### src/core/tcc_pkg.sv
// constants, register map and carrier types of the timer capture/compare unit
// assumes an apb master on the same clock; byte address is four times the register index
package tcc_pkg;

  localparam int unsigned ADDR_W = 12;
  localparam int unsigned CH_N   = 4;

  // register indices; byte address = index * 4
  localparam logic [7:0] IDX_CH01_MODE  = 8'h00_C1;
  localparam logic [7:0] IDX_CH1_LOW    = 8'h00_C2;
  localparam logic [7:0] IDX_CH1_HIGH   = 8'h00_C3;
  localparam logic [7:0] IDX_CH2_LOW    = 8'h00_C4;
  localparam logic [7:0] IDX_CH2_HIGH   = 8'h00_C5;
  localparam logic [7:0] IDX_CH3_LOW    = 8'h00_C6;
  localparam logic [7:0] IDX_CH3_HIGH   = 8'h00_C7;
  localparam logic [7:0] IDX_TIMER_CTRL = 8'h00_C8;
  localparam logic [7:0] IDX_IRQ_CTRL   = 8'h00_C9;
  localparam logic [7:0] IDX_RELOAD_LOW = 8'h00_CA;
  localparam logic [7:0] IDX_RELOAD_HI  = 8'h00_CB;
  localparam logic [7:0] IDX_COUNT_LOW  = 8'h00_CC;
  localparam logic [7:0] IDX_COUNT_HIGH = 8'h00_CD;
  localparam logic [7:0] IDX_CH23_MODE  = 8'h00_D1;
  localparam logic [7:0] IDX_SHADOW     = 8'h00_D2;

  localparam logic [7:0]  REG_RESET = 8'h00_00;
  localparam logic [15:0] CNT_MAX   = 16'hFF_FF;

  // timer control fields
  localparam int unsigned PS_LSB = 5;
  localparam int unsigned RL_LSB = 3;
  localparam int unsigned IN_LSB = 0;

  localparam logic [1:0] IN_STOP  = 2'h0;
  localparam logic [1:0] IN_TICK  = 2'h1;
  localparam logic [1:0] IN_EVENT = 2'h2;
  localparam logic [1:0] IN_GATED = 2'h3;
  localparam logic [1:0] RL_AUTO  = 2'h2;
  localparam logic [1:0] RL_PIN   = 2'h3;

  // channel modes
  localparam logic [2:0] MD_OFF     = 3'h0;
  localparam logic [2:0] MD_CMP_SIL = 3'h1;
  localparam logic [2:0] MD_CMP0    = 3'h2;
  localparam logic [2:0] MD_CMP1    = 3'h3;
  localparam logic [2:0] MD_CAP_R   = 3'h4;
  localparam logic [2:0] MD_CAP_F   = 3'h5;
  localparam logic [2:0] MD_CAP_B   = 3'h6;
  localparam logic [2:0] MD_CAP_SW  = 3'h7;

  // prescale divisors for codes 000..111; zero means no tick
  localparam logic [4:0] PS_DIV [8] = '{5'h01, 5'h02, 5'h04, 5'h06, 5'h08, 5'h0C, 5'h18, 5'h00};

  typedef struct packed {
    logic [ADDR_W-1:0] paddr;
    logic              psel;
    logic              penable;
    logic              pwrite;
    logic [31:0]       pwdata;
  } apb_req_t;

  typedef struct packed {
    logic [31:0] prdata;
    logic        pready;
    logic        pslverr;
  } apb_rsp_t;

  typedef struct packed {
    logic [CH_N-1:0] out;
    logic [CH_N-1:0] oe;
  } chan_drive_t;

endpackage

### src/core/timer_capture_compare_unit.sv
// 16-bit timer with four compare/capture channels behind an apb slave
// assumes apb on clock_i; pins are asynchronous and synchronised here
`timescale 1ns/1ns

module timer_capture_compare_unit (
  input  wire logic                    clock_i,
  input  wire logic                    nrst_i,
  input  wire tcc_pkg::apb_req_t       apb_i,
  output tcc_pkg::apb_rsp_t            apb_o,
  input  wire logic                    external_count_pin_i,
  input  wire logic                    reload_trigger_pin_i,
  input  wire logic [tcc_pkg::CH_N-1:0] chan_pin_i,
  output tcc_pkg::chan_drive_t         chan_pin_o,
  output logic                         irq_o
);
  import tcc_pkg::*;

  ////////////////////////////////////////////////////////////////////////////
  // reset release and pin synchronisers

  logic       rst_s1_q;
  logic       rst_n;
  logic [5:0] pin_s1_q;
  logic [5:0] pin_s2_q;
  logic [5:0] pin_prev_q;

  always_ff @(posedge clock_i or negedge nrst_i) begin
    if (!nrst_i) begin
      rst_s1_q <= 1'b0;
      rst_n    <= 1'b0;
    end else begin
      rst_s1_q <= 1'b1;
      rst_n    <= rst_s1_q;
    end
  end

  always_ff @(posedge clock_i or negedge rst_n) begin
    if (!rst_n) begin
      pin_s1_q   <= 6'h00;
      pin_s2_q   <= 6'h00;
      pin_prev_q <= 6'h00;
    end else begin
      pin_s1_q   <= {reload_trigger_pin_i, external_count_pin_i, chan_pin_i};
      pin_s2_q   <= pin_s1_q;
      pin_prev_q <= pin_s2_q;
    end
  end

  wire [CH_N-1:0] chan_rise = pin_s2_q[3:0] & ~pin_prev_q[3:0];
  wire [CH_N-1:0] chan_fall = ~pin_s2_q[3:0] & pin_prev_q[3:0];
  wire            ext_level = pin_s2_q[4];
  wire            ext_fall  = ~pin_s2_q[4] & pin_prev_q[4];
  wire            trig_fall = ~pin_s2_q[5] & pin_prev_q[5];

  ////////////////////////////////////////////////////////////////////////////
  // apb decode

  logic [7:0]  timer_ctrl_q;
  logic [7:0]  irq_ctrl_q;
  logic [7:0]  ch01_mode_q;
  logic [7:0]  ch23_mode_q;
  logic [3:0]  shadow_q;
  logic [15:0] count_q;
  logic [15:0] chan_val_q [CH_N];
  logic        pready_q;
  logic        pslverr_q;
  logic [31:0] prdata_q;

  wire [7:0] idx     = apb_i.paddr[9:2];
  wire       aligned = (apb_i.paddr[1:0] == 2'h0) && (apb_i.paddr[ADDR_W-1:10] == '0);
  wire       access  = apb_i.psel & apb_i.penable;
  wire       done    = access & pready_q;
  wire       wr      = done & apb_i.pwrite;
  wire [7:0] wbyte   = apb_i.pwdata[7:0];

  wire hit_ch01   = aligned && idx == IDX_CH01_MODE;
  wire hit_ch23   = aligned && idx == IDX_CH23_MODE;
  wire hit_tctrl  = aligned && idx == IDX_TIMER_CTRL;
  wire hit_ictrl  = aligned && idx == IDX_IRQ_CTRL;
  wire hit_shadow = aligned && idx == IDX_SHADOW;
  wire hit_cnt_l  = aligned && idx == IDX_COUNT_LOW;
  wire hit_cnt_h  = aligned && idx == IDX_COUNT_HIGH;

  logic [CH_N-1:0] hit_val_l;
  logic [CH_N-1:0] hit_val_h;
  assign hit_val_l[0] = aligned && idx == IDX_RELOAD_LOW;
  assign hit_val_h[0] = aligned && idx == IDX_RELOAD_HI;
  assign hit_val_l[1] = aligned && idx == IDX_CH1_LOW;
  assign hit_val_h[1] = aligned && idx == IDX_CH1_HIGH;
  assign hit_val_l[2] = aligned && idx == IDX_CH2_LOW;
  assign hit_val_h[2] = aligned && idx == IDX_CH2_HIGH;
  assign hit_val_l[3] = aligned && idx == IDX_CH3_LOW;
  assign hit_val_h[3] = aligned && idx == IDX_CH3_HIGH;

  wire hit_any = hit_ch01 | hit_ch23 | hit_tctrl | hit_ictrl | hit_shadow
               | hit_cnt_l | hit_cnt_h | (|hit_val_l) | (|hit_val_h);

  logic [7:0] rd_val;
  always_comb begin
    rd_val = REG_RESET;
    if (hit_ch01)   rd_val = ch01_mode_q & 8'h77;
    if (hit_ch23)   rd_val = ch23_mode_q & 8'h77;
    if (hit_tctrl)  rd_val = timer_ctrl_q & 8'hFB;
    if (hit_ictrl)  rd_val = irq_ctrl_q;
    if (hit_shadow) rd_val = {4'h0, shadow_q};
    if (hit_cnt_l)  rd_val = count_q[7:0];
    if (hit_cnt_h)  rd_val = count_q[15:8];
    for (int k = 0; k < CH_N; k++) begin
      if (hit_val_l[k]) rd_val = chan_val_q[k][7:0];
      if (hit_val_h[k]) rd_val = chan_val_q[k][15:8];
    end
  end

  // one wait state: pready rises in the second access cycle
  always_ff @(posedge clock_i or negedge rst_n) begin
    if (!rst_n) begin
      pready_q  <= 1'b0;
      pslverr_q <= 1'b0;
      prdata_q  <= 32'h0000_0000;
    end else begin
      pready_q  <= access & ~pready_q;
      pslverr_q <= access & ~pready_q & ~hit_any;
      prdata_q  <= (access & ~pready_q & ~apb_i.pwrite) ? {24'h00_0000, rd_val} : 32'h0000_0000;
    end
  end

  ////////////////////////////////////////////////////////////////////////////
  // control registers

  always_ff @(posedge clock_i or negedge rst_n) begin
    if (!rst_n) begin
      timer_ctrl_q <= REG_RESET;
      ch01_mode_q  <= REG_RESET;
      ch23_mode_q  <= REG_RESET;
      shadow_q     <= 4'h0;
    end else begin
      if (wr && hit_tctrl)  timer_ctrl_q <= wbyte & 8'hFB;
      if (wr && hit_ch01)   ch01_mode_q  <= wbyte & 8'h77;
      if (wr && hit_ch23)   ch23_mode_q  <= wbyte & 8'h77;
      if (wr && hit_shadow) shadow_q     <= wbyte[3:0];
    end
  end

  wire [2:0] ps_sel = timer_ctrl_q[PS_LSB +: 3];
  wire [1:0] rl_sel = timer_ctrl_q[RL_LSB +: 2];
  wire [1:0] in_sel = timer_ctrl_q[IN_LSB +: 2];

  logic [2:0] mode [CH_N];
  assign mode[0] = ch01_mode_q[2:0];
  assign mode[1] = ch01_mode_q[6:4];
  assign mode[2] = ch23_mode_q[2:0];
  assign mode[3] = ch23_mode_q[6:4];

  ////////////////////////////////////////////////////////////////////////////
  // prescaler and count enable

  logic [4:0] ps_cnt_q;
  logic       ext_evt_q;

  wire [4:0] ps_div  = PS_DIV[ps_sel];
  wire       ps_wrap = (ps_div != 5'h00) && (ps_cnt_q >= ps_div - 5'h01);
  wire       tick    = ps_wrap;

  always_ff @(posedge clock_i or negedge rst_n) begin
    if (!rst_n) begin
      ps_cnt_q  <= 5'h00;
      ext_evt_q <= 1'b0;
    end else begin
      ps_cnt_q  <= ps_wrap ? 5'h00 : ps_cnt_q + 5'h01;
      ext_evt_q <= ext_fall;
    end
  end

  logic inc;
  always_comb begin
    case (in_sel)
      IN_STOP:  inc = 1'b0;
      IN_TICK:  inc = tick;
      IN_EVENT: inc = ext_evt_q;
      IN_GATED: inc = tick & ext_level;
      default:  inc = 1'b0;
    endcase
  end

  wire overflow = inc && count_q == CNT_MAX;
  wire reload   = (rl_sel == RL_AUTO && overflow) || (rl_sel == RL_PIN && trig_fall);

  ////////////////////////////////////////////////////////////////////////////
  // timer count

  logic upd_q;
  logic ovf_q;

  always_ff @(posedge clock_i or negedge rst_n) begin
    if (!rst_n) begin
      count_q <= 16'h0000;
      upd_q   <= 1'b0;
      ovf_q   <= 1'b0;
    end else begin
      upd_q <= inc | reload;
      ovf_q <= overflow;
      if (wr && hit_cnt_l) begin
        count_q[7:0] <= wbyte;
      end else if (wr && hit_cnt_h) begin
        count_q[15:8] <= wbyte;
      end else if (reload) begin
        count_q <= chan_val_q[0];
      end else if (inc) begin
        count_q <= count_q + 16'h0001;
      end
    end
  end

  ////////////////////////////////////////////////////////////////////////////
  // channels

  logic [CH_N-1:0] evt;
  logic [CH_N-1:0] pin_out_q;
  logic [CH_N-1:0] pin_oe_q;

  for (genvar c = 0; c < CH_N; c++) begin : g_ch
    wire is_cmp  = mode[c] == MD_CMP_SIL || mode[c] == MD_CMP0 || mode[c] == MD_CMP1;
    wire match   = is_cmp && upd_q && count_q == chan_val_q[c];
    wire hw_cap  = (mode[c] == MD_CAP_R && chan_rise[c])
                || (mode[c] == MD_CAP_F && chan_fall[c])
                || (mode[c] == MD_CAP_B && (chan_rise[c] | chan_fall[c]));
    wire sw_cap  = mode[c] == MD_CAP_SW && wr && hit_val_l[c];
    assign evt[c] = match | hw_cap | sw_cap;

    always_ff @(posedge clock_i or negedge rst_n) begin
      if (!rst_n) begin
        chan_val_q[c] <= 16'h0000;
      end else if (hw_cap || sw_cap) begin
        chan_val_q[c] <= count_q;
      end else if (wr && hit_val_l[c]) begin
        chan_val_q[c][7:0] <= wbyte;
      end else if (wr && hit_val_h[c]) begin
        chan_val_q[c][15:8] <= wbyte;
      end
    end

    always_ff @(posedge clock_i or negedge rst_n) begin
      if (!rst_n) begin
        pin_out_q[c] <= 1'b0;
        pin_oe_q[c]  <= 1'b0;
      end else begin
        pin_oe_q[c] <= mode[c] == MD_CMP0 || mode[c] == MD_CMP1;
        if (mode[c] == MD_CMP0) begin
          if (match) pin_out_q[c] <= 1'b1;
          else if (ovf_q) pin_out_q[c] <= 1'b0;
        end else if (mode[c] == MD_CMP1) begin
          if (match) pin_out_q[c] <= shadow_q[c];
        end
      end
    end
  end

  ////////////////////////////////////////////////////////////////////////////
  // flags and interrupt

  // a hardware event in the clearing cycle keeps its flag
  wire [3:0] flag_d = ((wr && hit_ictrl) ? wbyte[3:0] : irq_ctrl_q[3:0]) | evt;
  wire [3:0] ena_d  = (wr && hit_ictrl) ? wbyte[7:4] : irq_ctrl_q[7:4];

  always_ff @(posedge clock_i or negedge rst_n) begin
    if (!rst_n) begin
      irq_ctrl_q <= REG_RESET;
      irq_o      <= 1'b0;
    end else begin
      irq_ctrl_q <= {ena_d, flag_d};
      irq_o      <= |(ena_d & flag_d);
    end
  end

  assign apb_o.prdata    = prdata_q;
  assign apb_o.pready    = pready_q;
  assign apb_o.pslverr   = pslverr_q;
  assign chan_pin_o.out  = pin_out_q;
  assign chan_pin_o.oe   = pin_oe_q;

endmodule

### config.mk
export PLATFORM = sky130hd
export DESIGN_NAME = timer_capture_compare_unit
export DESIGN_NICKNAME = d
export VERILOG_FILES = /design/src/core/tcc_pkg.sv /design/src/core/timer_capture_compare_unit.sv
export SDC_FILE = /design/constraint.sdc
export NUM_CORES = 1
export LEC_CHECK = 0
export ABC_AREA = 1
export CAP_MARGIN = 20
export CORE_ASPECT_RATIO = 1.25
export CORE_MARGIN = 8
export CORE_UTILIZATION = 55
export DETAILED_ROUTE_END_ITERATION = 7
export DONT_BUFFER_PORTS = 1
export MAX_ROUTING_LAYER = met4
export PLACE_DENSITY = 0.74
export SYNTH_ARGS = -nofsm -noshare
export SYNTH_HDL_FRONTEND = slang
export SYNTH_SLANG_ARGS = --single-unit
export TNS_END_PERCENT = 20
### constraint.sdc
create_clock -name clock_i -period 6.8 [get_ports clock_i]
set_input_delay 0.34 -clock clock_i [delete_from_list [all_inputs] [get_ports clock_i]]
set_output_delay 0.34 -clock clock_i [all_outputs]
set_load 0.1 [all_outputs]
==> flow_summary.yaml, run 1 <==
floorplan:
  row_count: 55
  core-area_um2: 18000
  initial_core_util_pct: 55.8
  die_w_um: 137
  pin_count: 98
  die_h_um: 167
  dieArea_um2: 22900
sta:
  timing.final.crit_share_pct: 46.3
  relSlewSlack_pct: 36.6
  tightestPinTransition_ps: 951
  max_clock_freq_mhz: 318
  skew_ps: 6.73
  rsz0062_at_grt: "no"
  hold_viol_final: 0
  setup_tns_ps: 0
  report.final.slew_viol_count: 0
  setup_viol: 0
  period_needed_ps: 3150
worst_setup_path:
  worstPathMaxFanout: 19
  path_class: "flip-flop to flip-flop"
  end_kind: "flip-flop"
  required_ps: 7150
  r2r_cells: 9
  r2r_start: "pready_q$_DFF_PN0_"
  cp-start-kind: "flip-flop"
  critical_path_arrival_ps: 3500
  worstReg2RegEnd: "chan_val_q[17]$_DFFE_PN0P_"
  reg2reg_slack_ps: 3650
detailed_routing:
  wl_per_cell_um: 20.7
  drt-pass1-iter-count: 7
  drt_iter0_markers: 1161
  vias: 9613
  ant_nets: 0
  post-route-drc-count: 0
  viasPerCell: 6.08
  drt_wl_total_mm: 32.8
synth:
  synth.most_common_cell: "nand2_1"
  synthTopCellsByArea: "dfrtp_1 (39%), nand2_1 (14%), inv_1 (6.3%)"
  synthCells: 1351
  synth_edf_count: 0
  synth.avg_cell_area_um2: 7.44
  ys_warn_count: 0
  ys_seq_area_share_pct: 39.3
  yosysTopAreaCell: "dfrtp_1"
  ys_types: 48
  netlist_area_um2: 10100
  synth_top_area_share_pct: 39.3
  ys_ff_latch: 158
  async_flop_share_pct: 100
  ys.flop_type: "dfrtp_1"
  synthTopCellsByCount: "nand2_1 (366), inv_1 (169), dfrtp_1 (158)"
clock_network:
  cts.clk_slew.worst_paths_ps: 60
  cts_tree: "yes"
  cts_max_level: 4
  ctsResizeCount: 0
  cts_sinks: 158
  numCtsBuffers: 17
  root_buffer: "clkbuf_16"
  cts-hold-fix-buffers: 7
  cts_buffer_depth: 2
  worstSkewPairLatency_ps: 440
  cts_setup_buffers: 0
global_routing:
  antenna_found_initial: 0
  grt_pass1_wl_mm: 50.6
  grt_pass1_vias: 9076
  grt_max_degree: 64
  grt_usage_pct: 29.7
  overflow: 0
outcome:
  outcome: "completed"
final_layout:
  multi_input_area_um2: 5080
  antenna_cells: 0
  stdcell_area_um2: 10700
  finish.utilization_pct: 59.6
  drive_above_1_share_pct: 7.47
  seq_area_um2: 3960
  layout.nets: 1412
  area_growth_pct: 6.77
  num-fill-cells: 1672
min_path:
  min_to: "count_q[2]$_DFFE_PN0P_"
  hold_start: "apb_i[2]"
  hold_class: "input pin to flip-flop"
  min_path_cells: 2
run:
  maxCapViolCount: 0
placed_design:
  io_buffers: 0
  place.gp.congestion: 0.972
  dp_hpwl_mm: 24.7
  placed_area_um2: 10100
pwr:
  ir_worst_vdd_mv: 0.165
  p_leak_uw: 0.00520
  power.density_nw_per_um2: 193
  finalPower_uw: 2080
-- cell families (layout without fill, tap and decap cells) --
logic type	after synthesis	count (layout)	synth area share (%)
AO/OA/AOI/OAI	208	208	13.8
XOR/XNOR	43	43	3.74
adder cells (fa/ha/maj)	16	16	1.99
buffers and inverters	250	228	11.0
flip-flops	158	158	39.3
other	2	25	0.0747
AND/OR/NAND/NOR	674	674	30.1
-- sequential cells by signal (all words and copies together) (netlist names), 7 cells and up --
signal	count
chan_pin_o	8
prdata_q	8
count_q	16
timer_ctrl_q	7
irq_ctrl_q	8
chan_val_q	64
-- critical path, cell delays in order (launching register included) --
cell and delay (ps):
dfrtp_1 750, inv_2 200, nor3_4 50, buf_4 210, nand3_1 100, and2_1 650, clkinv_2 330, nor2_1 430
inv_2 140, o221ai_1 190
-- cells in the final DEF (no fill, tap or decap), drive strengths merged --
cell | synthesis | final
nand4 | 51 | 51
nor2 | 103 | 103
o221ai | 51 | 51
nand3 | 90 | 90
o211ai | 10 | 10
a221oi | 3 | 3
a21boi | 1 | 1
or3 | 1 | 1
a21oi | 30 | 30
inv | 179 | 180
bufinv | 0 | 3
nand2 | 375 | 375
o21ai | 84 | 84
xnor2 | 22 | 22
dlygate4sd3 | 0 | 7
clkinv | 8 | 13
nor3 | 21 | 21
or2 | 13 | 13
clkinvlp | 0 | 2
o21bai | 2 | 2
a22oi | 14 | 14
o22ai | 3 | 3
conb | 2 | 25
a31oi | 5 | 5
nand3b | 4 | 4
clkbuf | 12 | 19
dfrtp | 158 | 158
ha | 16 | 16
buf | 51 | 4
o2111ai | 3 | 3
xor2 | 21 | 21
nor4 | 13 | 13
and2 | 2 | 2
o21a | 2 | 2
nor4b | 1 | 1
-- stage by stage --
step | hold slack [ps] | instances | worst slack (ps)
finish | 31.1 | 1580 | 3650
CTS | 30.0 | 1579 | 3240
detailed placement | 44.5 | 1542 | 3250
floorplan | 44.4 | 1374 | 2070
global placement | 44.5 | 1542 | 3320
global route | 52.0 | 1580 | 3440
-- routing by layer --
layer	global-route usage, %	routed length (um)	up-vias
met5	-	0	-
met4	16.0	1850	0
met3	5.03	3020	127
met2	46.0	15300	539
met1	36.3	12600	4524
li1	-	-	4423
-- worst max-delay path by stage --
stage / from / endpoint / slack, ps
detailed placement: pready_q$_DFF_PN0_ / chan_val_q[59]$_DFFE_PN0P_ / 3250
global placement: pready_q$_DFF_PN0_ / chan_val_q[59]$_DFFE_PN0P_ / 3320
finish: pready_q$_DFF_PN0_ / chan_val_q[17]$_DFFE_PN0P_ / 3650
floorplan: rst_n$_DFF_PN0_ / ch01_mode_q[0]$_DFFE_PN0P_ / 2070
global route: pready_q$_DFF_PN0_ / chan_val_q[17]$_DFFE_PN0P_ / 3440
CTS: pready_q$_DFF_PN0_ / chan_val_q[59]$_DFFE_PN0P_ / 3240
-- report_power, final --
group	internal, uW	switching, uW	total [uW]
clock network	581	400	981
registers	948	15.2	964
logic	16.5	115	132
total	1550	530	2080
-- cell type report --
class | instances | share of cell area [%]
tap | 228 | 2.66
clock buffer | 19 | 4.12
multi-input combinational | 966 | 47.4
inverter | 187 | 6.56
sequential | 158 | 36.9
clock inverter | 11 | 1.33
timing repair buffer | 11 | 1.12
(Power assumes the default switching activity.)
==> run 2: changes to the inputs <==
Settings changed: ABC_AREA 1 to 0, PLACE_DENSITY 0.74 to 0.77.
Clock period 6.8 ns to 2.7 ns, I/O delays scaled along.
==> flow_summary.yaml, run 2 <==
placed_design:
  placedCellCount: 1253
  dp_hpwl_mm: 22.7
  io_buffers: 0
  place_ws_ps: -313
  place.gp.congestion: 1.03
clock_network:
  numCtsBuffers: 17
  worstSkewPairLatency_ps: 440
  root_buffer: "clkbuf_16"
  cts_sinks: 158
  cts_tree: "yes"
  cts.clk_slew.worst_paths_ps: 70
  cts_max_level: 4
  cts_buffer_depth: 2
detailed_routing:
  ant_nets: 0
  vias: 8781
  viasPerCell: 6.66
  wl_per_cell_um: 25.5
  drt_iter0_markers: 1370
  drt_wl_total_mm: 33.6
  post-route-drc-count: 0
  drt-pass1-iter-count: 8
pwr:
  finalPower_uw: 6740
  ir_worst_vdd_mv: 0.401
  power.density_nw_per_um2: 603
  p_leak_uw: 0.00490
final_layout:
  finalNonFillerCells: 1318
  regMostFlops: "chan_val_q"
  drive_above_1_share_pct: 16.1
  layout.nets: 1150
  area_growth_pct: 15.0
  largest_register_ffs: 64
  num-fill-cells: 1390
  largestRegisters: "chan_val_q x64, count_q x16"
  layout_commonest_cell: "dfrtp_1"
  final_cell_mix: "dfrtp_1 (157), nand2_1 (96), mux2i_1 (80)"
floorplan:
  row_count: 54
  core-area_um2: 17400
  initial_core_util_pct: 56.0
  die_h_um: 165
  dieArea_um2: 22200
  die_w_um: 135
  pin_count: 98
synth:
  synth.avg_cell_area_um2: 9.39
  async_flop_share_pct: 100
  synth.most_common_cell: "dfrtp_1"
  ys_warn_count: 0
  synthCells: 1035
  synthTopCellsByCount: "dfrtp_1 (158), nand2_1 (97), mux2i_1 (80)"
  synth_top_area_share_pct: 40.7
  synth_edf_count: 0
  synthTopCellsByArea: "dfrtp_1 (41%), mux2i_1 (8.2%), xnor2_1 (5.1%)"
  ys_types: 74
  ys.flop_type: "dfrtp_1"
  ys_seq_area_share_pct: 40.7
  netlist_area_um2: 9720
  ys_ff_latch: 158
  yosysTopAreaCell: "dfrtp_1"
sta:
  setup_tns_ps: -2050
  relSlewSlack_pct: 27.2
  rsz0062_at_grt: "yes"
  skew_ps: 7.46
  report.final.slew_viol_count: 0
  setup_slack_ps: -177
  period_needed_ps: 2880
  setup_viol: 16
  tightestPinTransition_ps: 1090
  timing.final.crit_share_pct: 107
  max_clock_freq_mhz: 348
  whs_ps: -3.94
  hold_viol_final: 1
global_routing:
  grt_usage_pct: 31.6
  use_met1_pct: 36.5
  overflow: 0
  grt_pass1_vias: 8847
  grt_util_met2_pct: 48.4
  grt_pass1_wl_mm: 51.4
  grt.met3_usage_pct: 7.70
  antenna_found_initial: 2
  grt_max_degree: 48
  busiest_layer: "met2"
outcome:
  failed_checks: "negative hold slack, negative setup slack"
  outcome: "finished with violations"
worst_setup_path:
  r2r_cells: 11
  path_cells: "or3_1, ha_1, ha_2, or4_4, a21oi_4, nor4b_4, o2111ai_2, and2_4, buf_12, mux2i_1, o21ai_1"
  cp_num_buf_inv: 1
  worstPathMaxFanout: 17
  cp-start-kind: "flip-flop"
  required_ps: 3010
  end_kind: "flip-flop"
  crit_cells: 11
  crit_family: "simple AND/OR/NAND/NOR gates"
  crit_slowest_cell: "or4_4"
  path_class: "flip-flop to flip-flop"
  critical_path_arrival_ps: 3190
  critPathMaxStageDelay_ps: 420
run:
  maxCapViolCount: 0
min_path:
  hold_class: "input pin to flip-flop"
  min_path_cells: 2
==> run 2: timing repair <==
action                                  in CTS  in global routing
pin swaps                                    5                  3
hold buffers                                29                  0
buffers inserted                             2                  0
endpoints found under the setup margin      16                 16
hold endpoints to repair                   127                  0
gates resized for setup                     14                  2
==> run 2: cell type report <==
class / instances / area [um2] / share of cell area (%)
multi-input combinational: 774 / 5320 / 47.6
sequential: 158 / 3960 / 35.4
timing repair buffer: 102 / 871 / 7.79
clock buffer: 17 / 425 / 3.81
tap: 224 / 280 / 2.51
clock inverter: 15 / 225 / 2.01
inverter: 26 / 97.6 / 0.873
antenna: 2 / 5.00 / 0.0448
==> run 2: where the power goes <==
part | leakage (uW) | internal (uW) | switching, uW | total [uW]
Combinational | 0.00253 | 519 | 766 | 1280
Clock | 0.000316 | 1590 | 1100 | 2690
Sequential | 0.00206 | 2480 | 281 | 2770
Total | 0.00490 | 4590 | 2150 | 6740
==> run 2: per-stage QoR <==
step | utilization (%) | cell area (um2)
floorplan | - | 9800
finish | 64.4 | 11200
global placement | 58.4 | 10100
global route | 64.4 | 11200
detailed placement | 58.4 | 10100
CTS | 64.3 | 11200
==> run 2: path summary, 6_finish.rpt <==
check,from,to,slack (ps)
max in group asynchronous,rst_n$_DFF_PN0_,count_q[4]$_DFFE_PN0P_,1600
worst max-delay path,timer_ctrl_q[5]$_DFFE_PN0P_,count_q[1]$_DFFE_PN0P_,-180
min in group asynchronous,rst_n$_DFF_PN0_,ps_cnt_q[1]$_DFF_PN0_,330
worst max register to register,timer_ctrl_q[5]$_DFFE_PN0P_,count_q[1]$_DFFE_PN0P_,-180
worst min register to register,rst_n$_DFF_PN0_,ps_cnt_q[1]$_DFF_PN0_,330
worst min-delay path,apb_i[3],chan_val_q[11]$_DFFE_PN0P_,-4
==> run 2: layer usage <==
| layer | vias up | part of all wire [%] |
|---|---|---|
| li1 | 3730 | - |
| met5 | - | 0 |
| met2 | 610 | 46 |
| met4 | 0 | 6.6 |
| met3 | 180 | 11 |
| met1 | 4261 | 37 |
==> run 2: logic make-up after synthesis <==
kind of cell,count (synthesis),synth area share [%]
compound gates,225,14.2
flops,158,40.7
buf+inv,126,6.37
simple gates,313,16.6
xor+xnor,78,7.03
fa+ha+maj,16,2.06
mux,117,12.9
other cells,2,0.0773
